## config.mk

```make
export PLATFORM = sky130hd
export DESIGN_NAME = mnc_exec
export DESIGN_NICKNAME = d
export VERILOG_FILES = /design/src/inc/mnc_pkg.sv /design/src/hw/mnc_addr_gen.sv /design/src/hw/mnc_exec.sv
export SDC_FILE = /design/constraint.sdc
export NUM_CORES = 1
export LEC_CHECK = 0
export BUFFER_PORTS_ARGS = -buffer_cell sky130_fd_sc_hd__buf_4
export CAP_MARGIN = 20
export CORE_ASPECT_RATIO = 0.9
export CORE_MARGIN = 2
export CORE_UTILIZATION = 45
export DETAILED_ROUTE_END_ITERATION = 8
export PLACE_DENSITY = 0.81
export SYNTH_ARGS = -nofsm -noshare
export SYNTH_HDL_FRONTEND = slang
export SYNTH_SLANG_ARGS = --single-unit
export TNS_END_PERCENT = 10
```

## constraint.sdc

```tcl
create_clock -name clock -period 3 [get_ports clock]
set_input_delay 0 -clock clock [delete_from_list [all_inputs] [get_ports clock]]
set_output_delay 0 -clock clock [all_outputs]
set_load 0.05 [all_outputs]
```

## src/inc/mnc_pkg.sv

```systemverilog
// Functional notes
// - Literal multiply puts unsigned W times literal in product pair.
// - Neither multiply changes any status flag, even for a zero product.
// - Register multiply puts unsigned W times register in product pair.
// - Register multiply decodes as 0000 001, access bit, file address.
// - Access bit 0 selects access bank; 1 takes bank from bank select.
// - Access bit 0, extended set on, address up to 95 uses indexed offset.
// - Negate writes two's complement back and updates N, OV, C, DC, Z.
// - Stack pop discards top of stack in one cycle, no status change.
// - Stack push places program counter plus 2 on the stack in one cycle.
// - Relative call first pushes program counter plus 2 as return address.
// - Relative call then jumps by twice the offset, second cycle idle.
// - Software reset restores all state as the master clear pin would; here call_target_r keeps its value.
`default_nettype none
package mnc_pkg;
  localparam logic [6:0]  MULREG_OPC    = 7'h01;
  localparam logic [7:0]  MULLIT_OPC    = 8'h0D;
  localparam logic [6:0]  NEGATE_OPC    = 7'h36;
  localparam logic [4:0]  REL_CALL_OPC  = 5'h1B;
  localparam logic [15:0] NOP_WORD      = 16'h0000;
  localparam logic [3:0]  NOP_ALT_OPC   = 4'hF;
  localparam logic [15:0] POP_WORD      = 16'h0006;
  localparam logic [15:0] PUSH_WORD     = 16'h0005;
  localparam logic [15:0] RESET_WORD    = 16'h00FF;
  localparam logic [7:0]  ILO_LIMIT     = 8'h5F;
  localparam logic [7:0]  ACCESS_SPLIT  = 8'h60;
  localparam logic [5:0]  ACCESS_HI_BNK = 6'h3F;
  localparam logic [20:0] PC_STEP       = 21'h000002;
  localparam logic [20:0] PC_RESET      = 21'h000000;
  localparam logic [7:0]  BYTE_RESET    = 8'h00;
  localparam logic [4:0]  FLAGS_RESET   = 5'h00;
  localparam int          FLAG_N = 4;
  localparam int          FLAG_OV = 3;
  localparam int          FLAG_Z = 2;
  localparam int          FLAG_DC = 1;
  localparam int          FLAG_C = 0;
  typedef enum logic [2:0] {
    MNC_ST_RUN   = 3'b001,
    MNC_ST_CALL2 = 3'b010,
    MNC_ST_RST   = 3'b100
  } mnc_state_t;
  typedef struct packed {
    logic        we;
    logic [13:0] addr;
    logic [7:0]  wdata;
  } mnc_mem_req_t;
  typedef struct packed {
    logic        push;
    logic        pop;
    logic [20:0] data;
  } mnc_stack_req_t;
endpackage
`default_nettype wire

```

## src/hw/mnc_addr_gen.sv

```systemverilog
`default_nettype none
// Resolves the 8-bit file field of a byte instruction to a data address.
module mnc_addr_gen import mnc_pkg::*; (
  // Instruction fields.
  input  wire logic        access_bit,
  input  wire logic [7:0]  file_addr,
  // Core state.
  input  wire logic [5:0]  bank_select_register,
  input  wire logic        ext_set_en,
  input  wire logic [13:0] index_base,
  // Result.
  output logic [13:0] data_addr
);
  wire use_indexed = !access_bit && ext_set_en &&
                     (file_addr <= ILO_LIMIT);
  wire [13:0] access_addr = (file_addr < ACCESS_SPLIT) ?
                            {6'h00, file_addr} :
                            {ACCESS_HI_BNK, file_addr};
  wire [13:0] banked_addr = {bank_select_register, file_addr};
  wire [13:0] indexed_addr = index_base + {6'h00, file_addr};
  assign data_addr = use_indexed ? indexed_addr :
                     (access_bit ? banked_addr : access_addr);
endmodule
`default_nettype wire

```

## src/hw/mnc_exec.sv

```systemverilog
`default_nettype none
// Executes multiply, negate, nop, pop, push, relative call and reset.
module mnc_exec import mnc_pkg::*; (
  // Clocking.
  input  wire logic         clock,
  input  wire logic         resetn,
  input  wire logic         clk_en,
  // Instruction from decode, one per instruction cycle.
  input  wire logic         instr_valid,
  input  wire logic [15:0]  instr,
  // Core state read by this block.
  input  wire logic [7:0]   work_reg,
  input  wire logic [5:0]   bank_select_register,
  input  wire logic         ext_set_en,
  input  wire logic [13:0]  index_base,
  input  wire logic [7:0]   mem_rdata,
  // Data memory.
  output mnc_mem_req_t      mem_req,
  // Return stack.
  output mnc_stack_req_t    stack_req,
  // Results.
  output logic [7:0]        product_high,
  output logic [7:0]        product_low,
  output logic [4:0]        status_flags,
  output logic [20:0]       prog_counter,
  output logic              soft_reset,
  output logic              busy
);
  mnc_state_t   state_r, state_nxt;
  logic [7:0]   prod_hi_r, prod_lo_r;
  logic [4:0]   flags_r;
  logic [20:0]  pc_r, pc_nxt;
  logic [20:0]  call_target_r;

  // The decoders look only at the word. Gating with run keeps a busy or
  // frozen core deaf to whatever decode presents in that cycle.
  wire run = clk_en && instr_valid && (state_r == MNC_ST_RUN);
  wire is_mullit = instr[15:8] == MULLIT_OPC;
  wire is_mulreg = instr[15:9] == MULREG_OPC;
  wire is_neg    = instr[15:9] == NEGATE_OPC;
  wire is_rel_call = instr[15:11] == REL_CALL_OPC;
  wire is_pop    = instr == POP_WORD;
  wire is_push   = instr == PUSH_WORD;
  wire is_reset  = instr == RESET_WORD;
  wire is_nop    = (instr == NOP_WORD) ||
                   (instr[15:12] == NOP_ALT_OPC);

  logic [13:0] file_addr;
  mnc_addr_gen u_addr (
    .access_bit           (instr[8]),
    .file_addr            (instr[7:0]),
    .bank_select_register (bank_select_register),
    .ext_set_en           (ext_set_en),
    .index_base           (index_base),
    .data_addr            (file_addr)
  );

  // Data memory must answer within the cycle: both the register multiply
  // and the negate read mem_rdata combinationally. A slower memory would
  // need a wait state here, which the single-cycle timing does not allow.
  wire [7:0]  mul_opnd = is_mullit ? instr[7:0] : mem_rdata;
  wire [15:0] product  = work_reg * mul_opnd;
  wire [7:0]  neg_res  = 8'h00 - mem_rdata;
  // Negation is a subtraction from zero, so carry and digit carry mean
  // that no borrow occurred.
  wire [4:0]  neg_flags;
  assign neg_flags[FLAG_N]  = neg_res[7];
  assign neg_flags[FLAG_OV] = mem_rdata == 8'h80;
  assign neg_flags[FLAG_Z]  = neg_res == 8'h00;
  assign neg_flags[FLAG_DC] = mem_rdata[3:0] == 4'h0;
  assign neg_flags[FLAG_C]  = mem_rdata == 8'h00;
  wire [20:0] ret_addr = pc_r + PC_STEP;
  wire [20:0] rel_off  = {{9{instr[10]}}, instr[10:0], 1'b0};

  // A call and a reset each hold one extra cycle, during which busy
  // refuses new words. This costs a cycle but keeps fetch out of the way.
  always_comb begin
    state_nxt = state_r;
    pc_nxt    = pc_r;
    if (clk_en) begin
      case (state_r)
        MNC_ST_RUN: begin
          if (instr_valid) begin
            pc_nxt = ret_addr;
            if (is_reset) begin
              state_nxt = MNC_ST_RST;
            end else if (is_rel_call) begin
              state_nxt = MNC_ST_CALL2;
            end
          end
        end
        MNC_ST_CALL2: begin
          pc_nxt    = call_target_r;
          state_nxt = MNC_ST_RUN;
        end
        MNC_ST_RST: begin
          pc_nxt    = PC_RESET;
          state_nxt = MNC_ST_RUN;
        end
        default: begin
          state_nxt = MNC_ST_RUN;
        end
      endcase
    end
  end

  // Clock enable low keeps every register here, the call target included.
  always_ff @(posedge clock or negedge resetn) begin
    if (!resetn) begin
      state_r       <= MNC_ST_RUN;
      pc_r          <= PC_RESET;
      call_target_r <= PC_RESET;
    end else begin
      state_r <= state_nxt;
      pc_r    <= pc_nxt;
      if (run && is_rel_call) begin
        call_target_r <= ret_addr + rel_off;
      end
    end
  end

  // A software reset clears results alongside the rest of the core.
  always_ff @(posedge clock or negedge resetn) begin
    if (!resetn) begin
      prod_hi_r <= BYTE_RESET;
      prod_lo_r <= BYTE_RESET;
      flags_r   <= FLAGS_RESET;
    end else if (clk_en && state_r == MNC_ST_RST) begin
      prod_hi_r <= BYTE_RESET;
      prod_lo_r <= BYTE_RESET;
      flags_r   <= FLAGS_RESET;
    end else if (run && (is_mullit || is_mulreg)) begin
      prod_hi_r <= product[15:8];
      prod_lo_r <= product[7:0];
    end else if (run && is_neg) begin
      flags_r <= neg_flags;
    end
  end

  // Strobes are combinational so that the stack and the memory act in the
  // same cycle as the instruction that asks for them.
  assign mem_req.we    = run && is_neg;
  assign mem_req.addr  = file_addr;
  assign mem_req.wdata = neg_res;
  assign stack_req.push = run && (is_push || is_rel_call);
  assign stack_req.pop  = run && is_pop;
  assign stack_req.data = ret_addr;
  assign product_high = prod_hi_r;
  assign product_low  = prod_lo_r;
  assign status_flags = flags_r;
  assign prog_counter = pc_r;
  assign soft_reset   = state_r == MNC_ST_RST;
  assign busy         = state_r != MNC_ST_RUN;
endmodule
`default_nettype wire

```

### Word-level counts from Yosys, hierarchy flattened

Index checks and enable logic that the tools add are counted.

* register bits: 66
* output and inout port bits: 90
* input bits: 57

* multiply operators: 1
* equal/unequal tests: 15
* multiplexer cells: 17
* $lt $le $gt $ge: 2
* reductions and logical operators: 22
* $add $sub $neg: 4

Operator list (number)
* 21-bit one-hot mux with 3 select lines: 1
* 14-bit two-way mux: 3
* 8-bit two-way mux: 5
* 16-bit by 3-bit == test with 1-bit output, second input constant: 2
* 21-bit by 2-bit adder with 21-bit output, second input constant: 1
* 21-bit adder: 1
* 21-bit two-way mux: 1
* 16-bit by 8-bit == test with 1-bit output, second input constant: 1
* 8-bit logical NOT: 2
* 8-bit by 8-bit multiplier with 16-bit output: 1
* 5-bit two-way mux: 3
* 14-bit by 8-bit adder with 14-bit output: 1
* 3-bit two-way mux: 4
* 1-bit logical AND: 10
* 8-bit by 4-bit == test with 1-bit output, second input constant: 1
* 8-bit == test, second input constant: 1
* 8-bit by 7-bit <= comparator with 1-bit output, second input constant: 1
* 8-bit by 7-bit < comparator with 1-bit output, second input constant: 1
* 1-bit by 8-bit subtractor with 8-bit output, first input constant: 1
* 7-bit by 1-bit == test with 1-bit output, second input constant: 1
* 7-bit by 6-bit == test with 1-bit output, second input constant: 1
* 3-bit AND reduction: 2
* 5-bit == test, second input constant: 1
* 4-bit logical NOT: 1
* other kinds (11): 14

### Longest topological paths before layout

Gate-level depths: netlist (run 1).

* word-level depth: 6
* depth in mapped cells: 21
* mapped depth without buffers: 20

### Modules after synthesis

A second synthesis (run 1) with hierarchy kept.

* cell total of the unflattened synthesis: 811
* area, all modules: 7094.3 um2

Modules (own cells, without submodules)
* mnc_exec: area each 6422.4 um2, cells an instance 722, times used 1
* mnc_addr_gen: area each 671.9 um2, cells an instance 89, times used 1

### Least setup slack after synthesis (run 1)

OpenSTA, ideal clock, no wires.

* path kind: input to register
* from: input port instr[13]
* to: register prod_hi_r[4] (netlist: product_high[4])
* library setup time: 128 ps
* slack: -1956 ps
* stages on the path: 17
* required time: 2872 ps
* arrival: 4828 ps
* cell sequence: nor4_1 > and3_1 > buf_2 > mux2_2 > and2_1 > fa_1 > fa_1 > fa_1 > inv_1 > fa_1 > inv_1 > ha_1 > or2_2 > o311a_1 > a221oi_1 > xor2_1 > o21ai_0

* word-level cells in the longest chain between the ends: 5

RTL lines
* start: declaration: RTL line mnc_exec.sv:10 `input wire logic [15:0] instr,`
* 8-bit by 4-bit == test with 1-bit output: RTL line mnc_exec.sv:38 `wire is_mullit = instr[15:8] == MULLIT_OPC;`
* 8-bit two-way mux: RTL line mnc_exec.sv:61 `wire [7:0] mul_opnd = is_mullit ? instr[7:0] : mem_rdata;`
* 8-bit by 8-bit multiplier with 16-bit output: RTL line mnc_exec.sv:62 `wire [15:0] product = work_reg * mul_opnd;`
* 8-bit two-way mux: RTL line mnc_exec.sv:132 `end else if (run && (is_mullit || is_mulreg)) begin`
* 8-bit two-way mux: RTL line mnc_exec.sv:128 `end else if (clk_en && state_r == MNC_ST_RST) begin`
* end signal: assignment: RTL line mnc_exec.sv:133 `prod_hi_r <= product[15:8];`
* end: declaration: RTL line mnc_exec.sv:30 `logic [7:0] prod_hi_r, prod_lo_r;`

Several ways; a longest one is shown, not always the timed one. The select of a mux whose other input is x is not followed.
A chain may end at the register's enable or synchronous reset.

### Worst setup path after layout (run 1)

* from: input port instr[13]
* to: register prod_hi_r[3] (netlist: product_high[3])

The elaborated chain is that of the path after synthesis.

==> impl_metrics.toml, run 1 <==
[worst_setup_path]
cp_max_fo = 8
cp_data_arrival_time_ps = 4630
critPathCaptureType = "flip-flop"
cp.required_ps = 3220
path_class = "in2reg"
crit_path_start_kind = "primary input"

[finish]
drive_gt1_frac = 0.339
stdcell_area_um2 = 9910
layout.nets = 1252
fin_util = 0.647
antennaDiodeCount = 0
syn_to_final_growth_pct = 41.7
final-instance-count-excl-fill = 1298

[placement]
dp_cells = 1271
gp_congestion = 0.876
dp.final_hpwl_um = 17100
dpl_cell_area_um2 = 9330
place_ws_ps = -1880
portBuffers = 146

[synthesis]
synthTopCellsByArea = "dfrtp_1 23%, ha_1 12%, fa_1 11%"
netlist_area_um2 = 7000
ys_ff_latch = 66
yosys.area.top_type = "dfrtp_1"
ys_seq_area_frac = 0.236
yosysWarnings = 0
synth_nets = 981
synth_most_common_cell = "o21ai_0"
netlist_instances = 820
ys_async_sr_fraction = 1.00
synth.avg_cell_area_um2 = 8.53
synthTopCellsByCount = "82 x o21ai_0, 76 x inv_1, 66 x ha_1"
synth_edf_count = 0
yosys.cell_types.count = 60
synth-main-ff-cell = "dfrtp_1"
synth_top_area_frac = 0.233

[timing]
rsz0062_at_grt = "true"
fin_ws_ps = -1410
final_hold_viol_count = 0
period_share = 1.47
slew-limit-headroom = 0.395
setup_viol_count_final = 13
worst_pin_slew_ps = 908
clock.fmax_ghz = 0.227
timing.final.crit_period_ps = 4410
slew_viol_final = 0
fin_skew_ps = 7.91

[power]
p_total_mw = 6.91
switchingPower_mw = 3.29
power.internal_mw = 3.62
power.leakage_nw = 4.86
pwr-share-clk = 0.141
p_per_area_nw_per_um2 = 697
switching_share = 0.477
p_seq_frac = 0.182
ir_drop_v = 0.000662
combPwrFrac = 0.677

[global_route]
grt_overflow = 0
grt_usage = 0.269
antenna_found_initial = 0
grt_pass1_wl_um = 34700
first_global_vias = 7006
grt_start_max_net_pins = 67

[die]
core_um2 = 15300
die-height_um = 122
ios = 147
placementRows = 43
die_w_um = 135
initial_core_util = 0.456
die_area_um2 = 16600

[cts]
cts_tree = "done"
clockBufferDepth = 2
insertion_delay_ps = 350
cts_root_buf = "clkbuf_16"
cts_sinks = 66
cts_buffers = 9
h-tree-depth = 3
clk_pin_slew_ps = 60

[status]
outcome = "finished with violations"
violations = "setup timing"

[detailed_routing]
dr.pass1.iters = 5
drc = 0
wl_per_cell_um = 17.1
ant_nets = 0
dr.first_iter.drc_count = 416
wl_um = 22200
vias_per_cell = 5.48
vias = 7119

[min_path]
hold_path_class = "in2reg"

[flow_run]
drv_cap = 0
flip-flops by register name, summed over array words and instances, names as in the netlist:
signal	flops
status_flags	5
product_high	8
prog_counter	21
product_low	8
state_r	3
call_target_r	21
routing by layer:
| metal | global-route usage | wire length, um | vias up |
|---|---|---|---|
| met2 | 0.450 | 10700 | 259 |
| met5 | 0 | 0 | - |
| li1 | - | - | 3380 |
| met3 | 0.0533 | 1450 | 55 |
| met1 | 0.338 | 9160 | 3425 |
| met4 | 0.124 | 808 | 0 |
cell type report:
cell class / instances / area [um2]
clock buffer: 13 / 240
clock inverter: 3 / 17.5
fill: 1211 / 5420
inverter: 76 / 288
multi-input combinational: 653 / 5270
sequential: 66 / 1650
tap: 202 / 253
timing repair buffer: 285 / 2200
worst paths after layout:
path / from / endpoint / slack (ps) / depth (start not counted)
max in group asynchronous: resetn / status_flags[2]$_DFFE_PN0P_ / 2070 / 2
min in group asynchronous: resetn / prog_counter[19]$_DFFE_PN0P_ / 320 / 2
worst max-delay path: instr[13] / product_high[3]$_DFFE_PN0P_ / -1410 / 20
worst min register to register: call_target_r[14]$_DFFE_PN0P_ / call_target_r[14]$_DFFE_PN0P_ / 490 / 2
worst max register to register: prog_counter[1]$_DFFE_PN0P_ / call_target_r[20]$_DFFE_PN0P_ / -30 / 12
worst min-delay path: work_reg[0] / product_low[0]$_DFFE_PN0P_ / 80 / 4
placed cells by master, fill, tap and decap left out, types with 5 or more instances in the layout:
| cell type | instances |
|---|---|
| a21oi_1 | 42 |
| fa_1 | 35 |
| inv_1 | 70 |
| o31ai_1 | 5 |
| dfrtp_1 | 65 |
| a21o_1 | 16 |
| a22oi_1 | 14 |
| nand4_1 | 8 |
| a211oi_1 | 5 |
| nor2b_1 | 35 |
| nor3_1 | 11 |
| nand2_1 | 61 |
| o21bai_1 | 9 |
| nand3_1 | 29 |
| mux2_2 | 6 |
| o21a_1 | 5 |
| o21ai_0 | 69 |
| buf_4 | 276 |
| and3_1 | 8 |
| and2_1 | 13 |
| inv_2 | 5 |
| clkbuf_16 | 9 |
| ha_1 | 61 |
| o211ai_1 | 5 |
| o21ai_1 | 13 |
| nor2_1 | 47 |
| xor2_1 | 28 |
| buf_6 | 5 |
| xnor2_1 | 27 |
worst max-delay path: stages:
cell and delay [ps]:
buf_6 100, nor4_4 330, and3_4 250, buf_12 140, mux2i_4 380, buf_4 180
nor2b_2 40, fa_2 390, fa_1 530, inv_1 50, fa_1 460, fa_1 510
inv_2 50, ha_4 220, a21oi_4 170, nor2_1 60, o21a_1 190, o41a_1 330
xnor2_1 150, o21ai_0 80
stage by stage:
stage	setup TNS, ps	hold slack [ps]
final	-13130	79.8
after global routing	-15340	89.1
after CTS	-12470	54.4
after detailed placement	-19660	177
after global placement	-18220	178
after floorplan	-25880	-296
power by group through the flow:
stage	Clock (mW)	Sequential, mW	Combinational, mW
floorplan	0	1.66	2.39
global placement	0	1.25	4.25
detailed placement	0	1.26	4.36
CTS	0.997	1.25	4.56
global route	1.03	1.27	5.05
finish	0.977	1.25	4.68
cell families (layout without fill, tap and decap cells):
family | count (synthesis) | count (layout) | synth area share
mux | 17 | 17 | 0.0259
xor+xnor | 62 | 62 | 0.0803
flops | 66 | 66 | 0.236
buf+inv | 101 | 377 | 0.0560
fa+ha+maj | 104 | 104 | 0.227
compound gates | 211 | 211 | 0.182
simple gates | 259 | 259 | 0.193
timing repair:
item,4_1_cts,5_1_grt
pin swaps,29,1
resized for setup,42,17
hold buffers,2,0
endpoints found under the hold margin,68,0
buffers inserted,5,3
endpoints found under the setup margin,20,23
Note: power is estimated with default switching activity, not from simulation.
==> run 2: changes to the inputs <==
--- a/config.mk
+++ b/config.mk
@@ -14,5 +14,6 @@
 export PLACE_DENSITY = 0.81
 export SYNTH_ARGS = -nofsm -noshare
 export SYNTH_HDL_FRONTEND = slang
+export SYNTH_HIERARCHICAL = 1
 export SYNTH_SLANG_ARGS = --single-unit
 export TNS_END_PERCENT = 10
==> run 2 against run 1 <==
Compared with the run above:
- the run still ends with setup timing left
- cell area increased by 1.8%
- sequential power barely moved
- power grew 11%
- hold slack got worse by 45 ps
- flip-flop and latch count unchanged
- largest power group unchanged
- combinational power is 11% higher
- clock skew decreased by 0.79 ps
- largest cell class unchanged
- global-route usage increased by 1.1 points
- sequential share of layout area down 0.29 points
- die area increased by 1.4%
==> impl_metrics.toml, run 2 <==
[status]
outcome = "finished with violations"
violations = "setup timing"

[synthesis]
netlist_area_um2 = 7090
yosysWarnings = 6
netlist_instances = 811
synth-main-ff-cell = "dfrtp_1"
synth_top_area_frac = 0.229
synthTopCellsByCount = "75 x nand2_1, 70 x o21ai_0, 67 x inv_1"
ys_ff_latch = 66
yosys.area.top_type = "dfrtp_1"
synth.avg_cell_area_um2 = 8.75
ys_async_sr_fraction = 1.00
synth_edf_count = 0
ys_seq_area_frac = 0.233
yosys.cell_types.count = 76
synth_nets = 972
synthTopCellsByArea = "dfrtp_1 23%, ha_1 12%, fa_1 11%"
synth_most_common_cell = "nand2_1"

[worst_setup_path]
crit_family = "adder cells"
cp.required_ps = 3190
crit_buf_inv = 5
crit_path_cell_trace = "buf_6 -> nor2_4 -> nand4b_1 -> or4b_4 -> buf_12 -> mux2i_4 -> nand2b_4 -> fa_1 -> fa_1 -> inv_1 -> fa_1 -> inv_1 -> fa_1 -> inv_2 -> ha_4 -> o211ai_1 -> a21oi_2 -> a31oi_2 -> a31oi_1 -> xnor2_1 -> o21ai_1"
path_class = "in2reg"
crit_path_start_kind = "primary input"
crit_slowest_cell = "or4b_4"
critPathCaptureType = "flip-flop"
critPathMaxStageDelay_ps = 530
crit_top_cell = "fa_1"
cp_data_arrival_time_ps = 4830
cp_max_fo = 8

[global_route]
antenna_found_initial = 0
grt_overflow = 0
grt_usage = 0.280
grt_start_max_net_pins = 67
first_global_vias = 7345
grt_pass1_wl_um = 36700

[placement]
gp_congestion = 0.926
portBuffers = 146
dp.final_hpwl_um = 17500
dp_cells = 1264
dpl_cell_area_um2 = 9410

[finish]
final-instance-count-excl-fill = 1296
antennaDiodeCount = 0
fin_util = 0.653
drive_gt1_frac = 0.355
layout.nets = 1250
syn_to_final_growth_pct = 42.2
stdcell_area_um2 = 10100
final_cell_mix = "285 x buf_4, 71 x nand2_1, 65 x dfrtp_1"
final_common_cell = "buf_4"

[min_path]
hold_path_class = "in2reg"

[power]
power.leakage_nw = 4.93
p_per_area_nw_per_um2 = 764
ir_drop_v = 0.00102
p_total_mw = 7.70

[cts]
cts_root_buf = "clkbuf_16"
cts_sinks = 66
h-tree-depth = 3
clk_pin_slew_ps = 60
cts_tree = "done"
cts_buffers = 9
clockBufferDepth = 2
insertion_delay_ps = 340

[timing]
clock.fmax_ghz = 0.216
timing.final.crit_period_ps = 4640
rsz0062_at_grt = "true"
slew-limit-headroom = 0.410
setup_viol_count_final = 18
period_share = 1.55
fin_ws_ps = -1640
worst_pin_slew_ps = 885
fin_skew_ps = 7.12
slew_viol_final = 0
final_hold_viol_count = 0
hold_slack_ps = 34.8

[flow_run]
drv_cap = 0

[die]
initial_core_util = 0.459
core_um2 = 15400
die-height_um = 123
die_area_um2 = 16800
placementRows = 43
ios = 147
die_w_um = 136

[detailed_routing]
drc = 0
dr.first_iter.drc_count = 629
dr.pass1.iters = 6
vias_per_cell = 5.70
wl_um = 23700
ant_nets = 0
wl_per_cell_um = 18.3
vias = 7388
[run 2: cell types whose count changed after synthesis, sizes merged, moves of 4 or more]
cell    before  now
o211ai       5    9
or2          6    2
nand2       64   75
nand2b       5    9
o21ai       86   81
inv         76   67
nor2        50   38
and3        11    4
a21oi       45   50
[run 2: stage by stage]
step / setup WS, ps / setup TNS (ps)
global placement: -1840 / -19890
CTS: -1530 / -15070
finish: -1640 / -16750
detailed placement: -2030 / -21750
floorplan: -1540 / -28420
global route: -1850 / -20240
[run 2: cell families (layout without fill, tap and decap cells)]
logic type | Yosys count | after routing | share of synthesized area
AOI/OAI and AO/OA | 212 | 212 | 0.184
xor gates and xnor gates | 63 | 63 | 0.0788
adders and majority gates | 104 | 104 | 0.224
buffers and inverters | 92 | 375 | 0.0548
DFF | 66 | 66 | 0.233
muxes | 16 | 16 | 0.0335
and+or+nand+nor | 258 | 258 | 0.192
[run 2: area by class of cell]
| class | instances | area, um2 |
|---|---|---|
| Fill cell | 1190 | 5350 |
| Sequential cell | 66 | 1650 |
| Clock buffer | 10 | 229 |
| Tap cell | 202 | 253 |
| Multi-Input combinational cell | 653 | 5350 |
| Inverter | 67 | 251 |
| Timing Repair Buffer | 292 | 2230 |
| Clock inverter | 6 | 115 |
[run 2: worst reg2reg max path, cell delays in order, from the launching register on]
cell and delay [ps]:
dfrtp_1 370, ha_1 180, nand4_1 150, buf_4 200, nor2_4 110, nand2_1 100, xnor2_2 150, ha_1 330
a21o_1 240, a21o_1 210, a31oi_2 270, o2111ai_1 230, a31oi_1 230, xor2_1 180, o21ai_0 110
[run 2: per-layer routing]
layer | track usage | up-vias | wire (um)
met2 | 0.469 | 335 | 11300
met5 | 0 | - | 0
met1 | 0.355 | 3562 | 9610
li1 | - | 3393 | -
met3 | 0.0533 | 98 | 1600
met4 | 0.122 | 0 | 1130
[run 2: repair_timing]
action	CTS	global route
setup buffers	13	1
hold buffers	2	0
endpoints found under the hold margin	67	0
pin swaps	18	9
endpoints found under the setup margin	20	24
resized for setup	19	25
[run 2: worst paths after layout]
check | startpoint | endpoint | slack [ps] | cells after the start
max | instr[12] | product_high[7]$_DFFE_PN0P_ | -1640 | 21
min | instr_valid | state_r[0]$_DFFE_PN1P_ | 30 | 3
max reg2reg | prog_counter[1]$_DFFE_PN0P_ | call_target_r[17]$_DFFE_PN0P_ | -200 | 14
min reg2reg | call_target_r[13]$_DFFE_PN0P_ | call_target_r[13]$_DFFE_PN0P_ | 500 | 2
max in group asynchronous | resetn | call_target_r[3]$_DFFE_PN0P_ | 2120 | 2
min in group asynchronous | resetn | product_low[1]$_DFFE_PN0P_ | 310 | 2
[run 2: power breakdown]
group | switching (mW) | total (mW) | internal (mW) | leakage [nW]
logic | 3.05 | 5.18 | 2.13 | 3.89
clock network | 0.435 | 1.25 | 0.815 | 0.163
registers | 0.167 | 1.27 | 1.11 | 0.875
total | 3.65 | 7.70 | 4.05 | 4.93
